### src/verilog/flp_pkg.sv
// Package of constants and types shared by the flash lock protection block.
package flp_pkg;

  // ---------------------------------------------------------------------
  // Protection levels
  // ---------------------------------------------------------------------
  typedef enum logic [1:0] {
    FLP_LEVEL_ONE,
    FLP_LEVEL_TWO,
    FLP_LEVEL_THREE,
    FLP_LEVEL_FOUR
  } flp_level_type;

  // ---------------------------------------------------------------------
  // Software register selectors and defaults
  // ---------------------------------------------------------------------
  localparam logic [1:0] FLP_SEL_BOOT_VECTOR = 2'h0;
  localparam logic [1:0] FLP_SEL_BOOT_STATUS = 2'h1;
  localparam logic [1:0] FLP_SEL_SW_PROTECT = 2'h2;
  localparam logic [1:0] FLP_SEL_HW_SHADOW = 2'h3;

  localparam logic [7:0] FLP_BOOT_VECTOR_RESET = 8'hFC;
  localparam logic [7:0] FLP_BOOT_STATUS_RESET = 8'hFF;
  localparam logic [7:0] FLP_SW_PROTECT_RESET = 8'hFF;
  localparam logic [7:0] FLP_BOOT_STATUS_CLEARED = 8'h00;
  localparam logic [5:0] FLP_SW_PROTECT_RSVD = 6'h3F;
  localparam logic [1:0] FLP_SETTLE_LAST = 2'h3;

  // ---------------------------------------------------------------------
  // Field positions
  // ---------------------------------------------------------------------
  localparam int FLP_SW_LOCK0_POS = 0;
  localparam int FLP_SW_LOCK1_POS = 1;
  localparam int FLP_SHADOW_JUMP_POS = 6;

  // ---------------------------------------------------------------------
  // Entry addresses
  // ---------------------------------------------------------------------
  localparam logic [15:0] FLP_APP_ENTRY = 16'h0000;
  localparam logic [15:0] FLP_BOOT_ENTRY = 16'hF800;

endpackage

### src/verilog/flp_decode_if.sv
// Interface carrying lock bits into the decoder and the permissions out of it.
`timescale 1ns/1ps
interface flp_decode_if;
  logic [2:0] hw_lock;
  logic [1:0] sw_lock;
  logic [1:0] hw_level;
  logic [1:0] sw_level;
  logic table_read_block;
  logic par_prog_block;
  logic par_verify_block;
  logic ext_exec_block;
  logic ea_latch;
  logic boot_prog_block;
  logic boot_verify_block;

  modport decoder (
    input hw_lock,
    input sw_lock,
    output hw_level,
    output sw_level,
    output table_read_block,
    output par_prog_block,
    output par_verify_block,
    output ext_exec_block,
    output ea_latch,
    output boot_prog_block,
    output boot_verify_block
  );

  modport user (
    output hw_lock,
    output sw_lock,
    input hw_level,
    input sw_level,
    input table_read_block,
    input par_prog_block,
    input par_verify_block,
    input ext_exec_block,
    input ea_latch,
    input boot_prog_block,
    input boot_verify_block
  );
endinterface

### src/verilog/flp_lock_protect.sv
// Top of the flash lock protection block: reset latch, software registers, gating.
`timescale 1ns/1ps
module flp_lock_protect (
  input wire logic clk_in,
  input wire logic rst_in,
  input wire logic [2:0] lock_bits_in,
  input wire logic boot_jump_fuse_in,
  input wire logic external_access_pin_in,
  input wire logic [1:0] reg_sel_in,
  input wire logic reg_wr_in,
  input wire logic reg_rd_in,
  input wire logic [7:0] reg_wdata_in,
  input wire logic [1:0] reg_src_in,
  input wire logic erase_defaults_in,
  input wire logic boot_prog_req_in,
  input wire logic boot_verify_req_in,
  output logic [7:0] reg_rdata_out,
  output logic reg_ack_out,
  output logic [1:0] hw_level_out,
  output logic [1:0] sw_level_out,
  output logic table_read_block_out,
  output logic par_prog_block_out,
  output logic par_verify_block_out,
  output logic ext_exec_block_out,
  output logic external_access_latched_out,
  output logic boot_prog_grant_out,
  output logic boot_verify_grant_out,
  output logic boot_refused_out,
  output logic [15:0] boot_entry_out,
  output logic boot_entry_valid_out
);
  import flp_pkg::*;

  // ---------------------------------------------------------------------
  // Pin synchronisers
  // ---------------------------------------------------------------------
  // Lock bits, fuse and access pin come from outside the clock domain.
  logic [4:0] sync1_reg;
  logic [4:0] sync2_reg;
  logic [4:0] sync1_next;
  logic [4:0] sync2_next;

  always_comb begin
    sync1_next = {external_access_pin_in, boot_jump_fuse_in, lock_bits_in};
    sync2_next = sync1_reg;
  end

  always_ff @(posedge clk_in) begin
    if (rst_in) begin
      sync1_reg <= 5'h1F;
      sync2_reg <= 5'h1F;
    end else begin
      sync1_reg <= sync1_next;
      sync2_reg <= sync2_next;
    end
  end

  // ---------------------------------------------------------------------
  // Reset-time latch
  // ---------------------------------------------------------------------
  // The capture waits until the synchroniser has refilled after release,
  // so a latch is taken from real pin levels, never from reset filler.
  logic [1:0] settle_reg;
  logic [1:0] settle_next;
  logic captured_reg;
  logic captured_next;
  logic [2:0] hw_lock_reg;
  logic [2:0] hw_lock_next;
  logic jump_fuse_reg;
  logic jump_fuse_next;
  logic ea_pin_reg;
  logic ea_pin_next;

  always_comb begin
    settle_next = settle_reg;
    captured_next = captured_reg;
    hw_lock_next = hw_lock_reg;
    jump_fuse_next = jump_fuse_reg;
    ea_pin_next = ea_pin_reg;
    if (settle_reg != FLP_SETTLE_LAST) begin
      settle_next = settle_reg + 2'h1;
    end else if (!captured_reg) begin
      captured_next = 1'b1;
      hw_lock_next = sync2_reg[2:0];
      jump_fuse_next = sync2_reg[3];
      ea_pin_next = sync2_reg[4];
    end
  end

  always_ff @(posedge clk_in) begin
    if (rst_in) begin
      settle_reg <= 2'h0;
      captured_reg <= 1'b0;
      hw_lock_reg <= 3'h0;
      jump_fuse_reg <= 1'b0;
      ea_pin_reg <= 1'b0;
    end else begin
      settle_reg <= settle_next;
      captured_reg <= captured_next;
      hw_lock_reg <= hw_lock_next;
      jump_fuse_reg <= jump_fuse_next;
      ea_pin_reg <= ea_pin_next;
    end
  end

  // ---------------------------------------------------------------------
  // Software registers
  // ---------------------------------------------------------------------
  logic [7:0] boot_vector_reg;
  logic [7:0] boot_vector_next;
  logic [7:0] boot_status_reg;
  logic [7:0] boot_status_next;
  logic [1:0] sw_lock_reg;
  logic [1:0] sw_lock_next;
  logic [7:0] rdata_reg;
  logic [7:0] rdata_next;
  logic ack_reg;
  logic ack_next;
  logic [7:0] hw_shadow;

  flp_decode_if dec_bus ();

  assign dec_bus.hw_lock = hw_lock_reg;
  assign dec_bus.sw_lock = sw_lock_reg;

  flp_level_decode u_decode (
    .dec(dec_bus)
  );

  always_comb begin
    hw_shadow = 8'hFF;
    hw_shadow[2:0] = hw_lock_reg;
    hw_shadow[FLP_SHADOW_JUMP_POS] = jump_fuse_reg;
  end

  always_comb begin
    boot_vector_next = boot_vector_reg;
    boot_status_next = boot_status_reg;
    sw_lock_next = sw_lock_reg;
    rdata_next = rdata_reg;
    // A refused write is still acknowledged, so a locked host never stalls.
    ack_next = reg_wr_in || reg_rd_in;
    // Erase outranks a write in the same cycle, so the defaults always land.
    if (erase_defaults_in) begin
      boot_vector_next = FLP_BOOT_VECTOR_RESET;
      boot_status_next = FLP_BOOT_STATUS_RESET;
      sw_lock_next = FLP_SW_PROTECT_RESET[1:0];
    end else if (reg_wr_in) begin
      case (reg_sel_in)
        FLP_SEL_BOOT_VECTOR: begin
          if (!dec_bus.boot_prog_block) begin
            boot_vector_next = reg_wdata_in;
          end
        end
        FLP_SEL_BOOT_STATUS: begin
          if (!dec_bus.boot_prog_block) begin
            boot_status_next = reg_wdata_in;
          end
        end
        FLP_SEL_SW_PROTECT: begin
          // A write only tightens protection; a cleared bit returns to one only on erase or reset.
          sw_lock_next = sw_lock_reg & reg_wdata_in[1:0];
        end
        default: begin
          sw_lock_next = sw_lock_reg;
        end
      endcase
    end
    if (reg_rd_in) begin
      case (reg_sel_in)
        FLP_SEL_BOOT_VECTOR: rdata_next = boot_vector_reg;
        FLP_SEL_BOOT_STATUS: rdata_next = boot_status_reg;
        FLP_SEL_SW_PROTECT: rdata_next = {FLP_SW_PROTECT_RSVD, sw_lock_reg};
        FLP_SEL_HW_SHADOW: rdata_next = hw_shadow;
        default: rdata_next = 8'h00;
      endcase
    end
  end

  always_ff @(posedge clk_in) begin
    if (rst_in) begin
      boot_vector_reg <= FLP_BOOT_VECTOR_RESET;
      boot_status_reg <= FLP_BOOT_STATUS_RESET;
      sw_lock_reg <= FLP_SW_PROTECT_RESET[1:0];
      rdata_reg <= 8'h00;
      ack_reg <= 1'b0;
    end else begin
      boot_vector_reg <= boot_vector_next;
      boot_status_reg <= boot_status_next;
      sw_lock_reg <= sw_lock_next;
      rdata_reg <= rdata_next;
      ack_reg <= ack_next;
    end
  end

  // ---------------------------------------------------------------------
  // Output gating and boot entry
  // ---------------------------------------------------------------------
  logic [8:0] out_reg;
  logic [8:0] out_next;
  logic [15:0] entry_reg;
  logic [15:0] entry_next;
  logic entry_valid_reg;
  logic entry_valid_next;

  always_comb begin
    out_next = '0;
    if (captured_reg) begin
      out_next[1:0] = dec_bus.hw_level;
      out_next[3:2] = dec_bus.sw_level;
      out_next[4] = dec_bus.table_read_block;
      out_next[5] = dec_bus.par_prog_block;
      out_next[6] = dec_bus.par_verify_block;
      out_next[7] = dec_bus.ext_exec_block;
      out_next[8] = dec_bus.ea_latch ? ea_pin_reg : sync2_reg[4];
    end
    entry_valid_next = captured_reg;
    entry_next = FLP_BOOT_ENTRY;
    if (jump_fuse_reg && boot_status_reg == FLP_BOOT_STATUS_CLEARED) begin
      entry_next = FLP_APP_ENTRY;
    end
  end

  always_ff @(posedge clk_in) begin
    if (rst_in) begin
      out_reg <= '0;
      entry_reg <= FLP_BOOT_ENTRY;
      entry_valid_reg <= 1'b0;
    end else begin
      out_reg <= out_next;
      entry_reg <= entry_next;
      entry_valid_reg <= entry_valid_next;
    end
  end

  // ---------------------------------------------------------------------
  // Bootloader request answers
  // ---------------------------------------------------------------------
  // Before the capture every answer stays low, so an early request sees
  // neither a grant nor a refusal that the real lock level might contradict.
  logic [2:0] answer_reg;
  logic [2:0] answer_next;

  always_comb begin
    answer_next = 3'h0;
    if (captured_reg) begin
      answer_next[0] = boot_prog_req_in && !dec_bus.boot_prog_block;
      answer_next[1] = boot_verify_req_in && !dec_bus.boot_verify_block;
      answer_next[2] = (boot_prog_req_in && dec_bus.boot_prog_block) ||
                       (boot_verify_req_in && dec_bus.boot_verify_block);
    end
  end

  always_ff @(posedge clk_in) begin
    if (rst_in) begin
      answer_reg <= 3'h0;
    end else begin
      answer_reg <= answer_next;
    end
  end

  assign reg_rdata_out = rdata_reg;
  assign reg_ack_out = ack_reg;
  assign hw_level_out = out_reg[1:0];
  assign sw_level_out = out_reg[3:2];
  assign table_read_block_out = out_reg[4];
  assign par_prog_block_out = out_reg[5];
  assign par_verify_block_out = out_reg[6];
  assign ext_exec_block_out = out_reg[7];
  assign external_access_latched_out = out_reg[8];
  assign boot_prog_grant_out = answer_reg[0];
  assign boot_verify_grant_out = answer_reg[1];
  assign boot_refused_out = answer_reg[2];
  assign boot_entry_out = entry_reg;
  assign boot_entry_valid_out = entry_valid_reg;

endmodule

### src/verilog/flp_level_decode.sv
// Combinational decode of hardware and software lock bits into permissions.
`timescale 1ns/1ps
module flp_level_decode (
  flp_decode_if.decoder dec
);
  import flp_pkg::*;

  always_comb begin
    dec.hw_level = 2'(FLP_LEVEL_ONE);
    if (!dec.hw_lock[2]) begin
      dec.hw_level = 2'(FLP_LEVEL_FOUR);
    end else if (!dec.hw_lock[1]) begin
      dec.hw_level = 2'(FLP_LEVEL_THREE);
    end else if (!dec.hw_lock[0]) begin
      dec.hw_level = 2'(FLP_LEVEL_TWO);
    end
    dec.sw_level = 2'(FLP_LEVEL_ONE);
    if (!dec.sw_lock[1]) begin
      dec.sw_level = 2'(FLP_LEVEL_THREE);
    end else if (!dec.sw_lock[0]) begin
      dec.sw_level = 2'(FLP_LEVEL_TWO);
    end
  end

  assign dec.table_read_block = (dec.hw_level != 2'(FLP_LEVEL_ONE));
  assign dec.par_prog_block = (dec.hw_level != 2'(FLP_LEVEL_ONE));
  assign dec.ea_latch = (dec.hw_level != 2'(FLP_LEVEL_ONE));
  assign dec.par_verify_block = (dec.hw_level == 2'(FLP_LEVEL_THREE)) ||
                                (dec.hw_level == 2'(FLP_LEVEL_FOUR));
  assign dec.ext_exec_block = (dec.hw_level == 2'(FLP_LEVEL_FOUR));
  assign dec.boot_prog_block = (dec.sw_level != 2'(FLP_LEVEL_ONE));
  assign dec.boot_verify_block = (dec.sw_level == 2'(FLP_LEVEL_THREE));
endmodule

### config.mk
export PLATFORM = sky130hd
export DESIGN_NAME = flp_lock_protect
export DESIGN_NICKNAME = d
export VERILOG_FILES = /design/src/verilog/flp_pkg.sv /design/src/verilog/flp_decode_if.sv /design/src/verilog/flp_lock_protect.sv /design/src/verilog/flp_level_decode.sv
export SDC_FILE = /design/constraint.sdc
export NUM_CORES = 1
export LEC_CHECK = 0
export BUFFER_PORTS_ARGS = -buffer_cell sky130_fd_sc_hd__buf_2
export CAP_MARGIN = 20
export CORE_MARGIN = 10
export CORE_UTILIZATION = 40
export CTS_CLUSTER_SIZE = 40
export DETAILED_ROUTE_END_ITERATION = 6
export HOLD_SLACK_MARGIN = 0.03
export PLACE_DENSITY = 0.69
export SLEW_MARGIN = 20
export SYNTH_ARGS = -nofsm -noshare
export SYNTH_HDL_FRONTEND = slang
export SYNTH_SLANG_ARGS = --single-unit
### constraint.sdc
create_clock -name clk_in -period 1.6 [get_ports clk_in]
set_clock_uncertainty 0.15 [all_clocks]
set_input_delay 0.08 -clock clk_in [delete_from_list [all_inputs] [get_ports clk_in]]
set_output_delay 0.08 -clock clk_in [all_outputs]
set_load 0.02 [all_outputs]
==> qor.csv <==
metric,value,unit
Max-Cap Viols,0,
RSZ-0062 raised after global routing,no,
Vias/cell,4.50,
TritonCTS clock tree,done,
"EDFF count, synth",0,
pin count of the biggest net entering global routing,21,
number of synthesized register bits,57,
yosys warns,0,
first-pass GRT wire length,7.74,mm
hold crit path type,in -> reg,
CP startpoint kind,primary input,
largest cells by area after synthesis,"dfxtp_1, mux2i_1, nor2_1, buf_4, or2_1",
final core occ,0.549,
total chip power,3.44,mW
# rows,26,
sw frac,0.236,
run status,"complete, no violations",
top_reg_cell synth,dfxtp_1,
"Hold Vio Cnt, Final",0,
PwrDens,1190,nW/um^2
Synth Cell Area,2210,sq um
Leak,1.26,nW
Fin Hold WS,2.22,ps
htree depth,3,
number of DRC markers in iteration 0,63,
synthesized instance count,215,
Pre-antenna DRT Iters,4,
full die area,8880,sq um
total of fill cells in the finished design,467,
CTS root buffer,clkbuf_8,
total track usage,0.114,
post-synth cell types,39,
arrival time at the worst endpoint,1610,ps
HPWL after detailed placement,3.27,mm
peak supply drop,0.815,mV
antenna-violating nets left,0,
final setup vio count,0,
synth-to-layout area growth,30.3,%
"most common cell after layout, fill and taps aside",dfxtp_1,
Die X,94.3,um
Port Buf Inserts,48,
total CTS buffers,9,
Final Max Tran Viols,0,
fraction of layout cells with a size suffix above 1,0.272,
Post-Syn Area per Cell,10.3,sq um
pre-CTS WS,143,ps
vias in the first global route,1646,
worst endpoint required time,1710,ps
antenna violations before repair,0,
die height,94.3,um
clk sinks,57,
post-synthesis async set-or-reset flop share,0,
Synth top area share,0.517,
critical path type,in -> reg,
GR Overflow Total,0,
# IOs,62,
DRC Markers,0,
clock-pin slew on the worst setup and hold paths,60,ps
P_sw,0.811,mW
internal power,2.63,mW
Synth area leader,dfxtp_1,
crit share post-route,0.936,
core area,5240,sq um
CP Capture Type,flop,
Starting Density,0.421,
Logic pwr share,0.110,
Worst-Skew Late Latency,340,ps
"Seq/Total Area, Yosys",0.517,
fmax,668,MHz
fin nets,310,
setup ws final,103,ps
"commonest non-fill, non-tap cells in the layout","dfxtp_1, buf_2, nor2_1, mux2i_1, dlygate4sd3_1",
Antenna diodes,0,
Tmin final,1500,ps
total negative setup slack,0,ps
wire per inst,13.3,um
Routed WL,4.78,mm
clock buffer depth,2,
Flop pwr share,0.447,
Placer Congestion,0.814,
DR vias,1619,
Clock Power Share,0.443,
crit path max fanout,8,
==> power by group through the flow <==
stage	clock network, mW	logic [mW]	registers (mW)
6_report	1.52	0.377	1.54
3_5_place_dp	0	0.337	1.57
2_1_floorplan	0	0.232	1.59
5_1_grt	1.61	0.417	1.55
4_1_cts	1.55	0.380	1.54
3_3_place_gp	0	0.331	1.57
==> worst paths after layout <==
kind,start,end,slack (ps),cells past startpoint
max,reg_wr_in,boot_vector_reg[2],100,5
min,reg_sel_in[1],dec_bus.sw_lock[1],2,4
max reg2reg,settle_reg[0],jump_fuse_reg,140,5
min reg2reg,sync1_reg[1],sync2_reg[1],250,1
==> critical path, stage by stage <==
cell           delay (ps)
dlygate4sd3_1         540
buf_2                 130
and4b_4               270
nor2b_4               350
mux2i_1               250
==> cell usage after synthesis, drive strengths merged, types with 2 or more instances <==
master  number
or2         11
a21oi        3
a211o        2
and3         3
o21ai        3
nor2b        3
mux2i       23
nor2        42
nand4b       2
dfxtp       57
mux4         2
nand3        2
nand2b       4
buf         23
o22ai        4
clkbuf       4
nand2        8
mux2         5
==> per-stage QoR <==
step	area, sq um	std cells
floorplan	2240	225
global placement	2440	323
detailed placement	2440	323
CTS	2900	362
global route	2880	360
finish	2880	360
==> timing repair <==
action | CTS | global route
endpoints found under the setup margin | 0 | 3
setup buffers | 0 | 0
hold buffers | 23 | 0
gates resized for setup | 0 | 1
hold endpoints to repair | 42 | 0
==> area by class of cell <==
class,count,area (sq um),share of cell area
Clock buffer,11,151,0.0527
Clock inverter,5,77.6,0.0270
Inverter,1,3.75,0.00131
Multi-Input combinational cell,140,911,0.317
Sequential cell,57,1140,0.397
Tap cell,70,87.6,0.0305
Timing Repair Buffer,76,503,0.175
==> per-layer routing <==
metal  part of all wire  wire [um]  track usage  vias up
met4              0.021         98       0.0570        0
met2               0.47       2240        0.184       47
met5                  0          0            0        -
met1               0.42       2010        0.118      727
met3              0.089        427       0.0631       10
li1                   -          -            -      835
==> cell families (layout without fill, tap and decap cells) <==
kind of cell,count (synthesis),after routing,share of synthesized area
flops,57,57,0.517
xor+xnor,1,1,0.00397
fa+ha+maj,1,1,0.00567
other cells,1,11,0.00170
compound gates,15,15,0.0437
mux,30,30,0.150
buf+inv,28,93,0.0868
simple gates,82,82,0.191
Power figures use the tool's default switching activity.
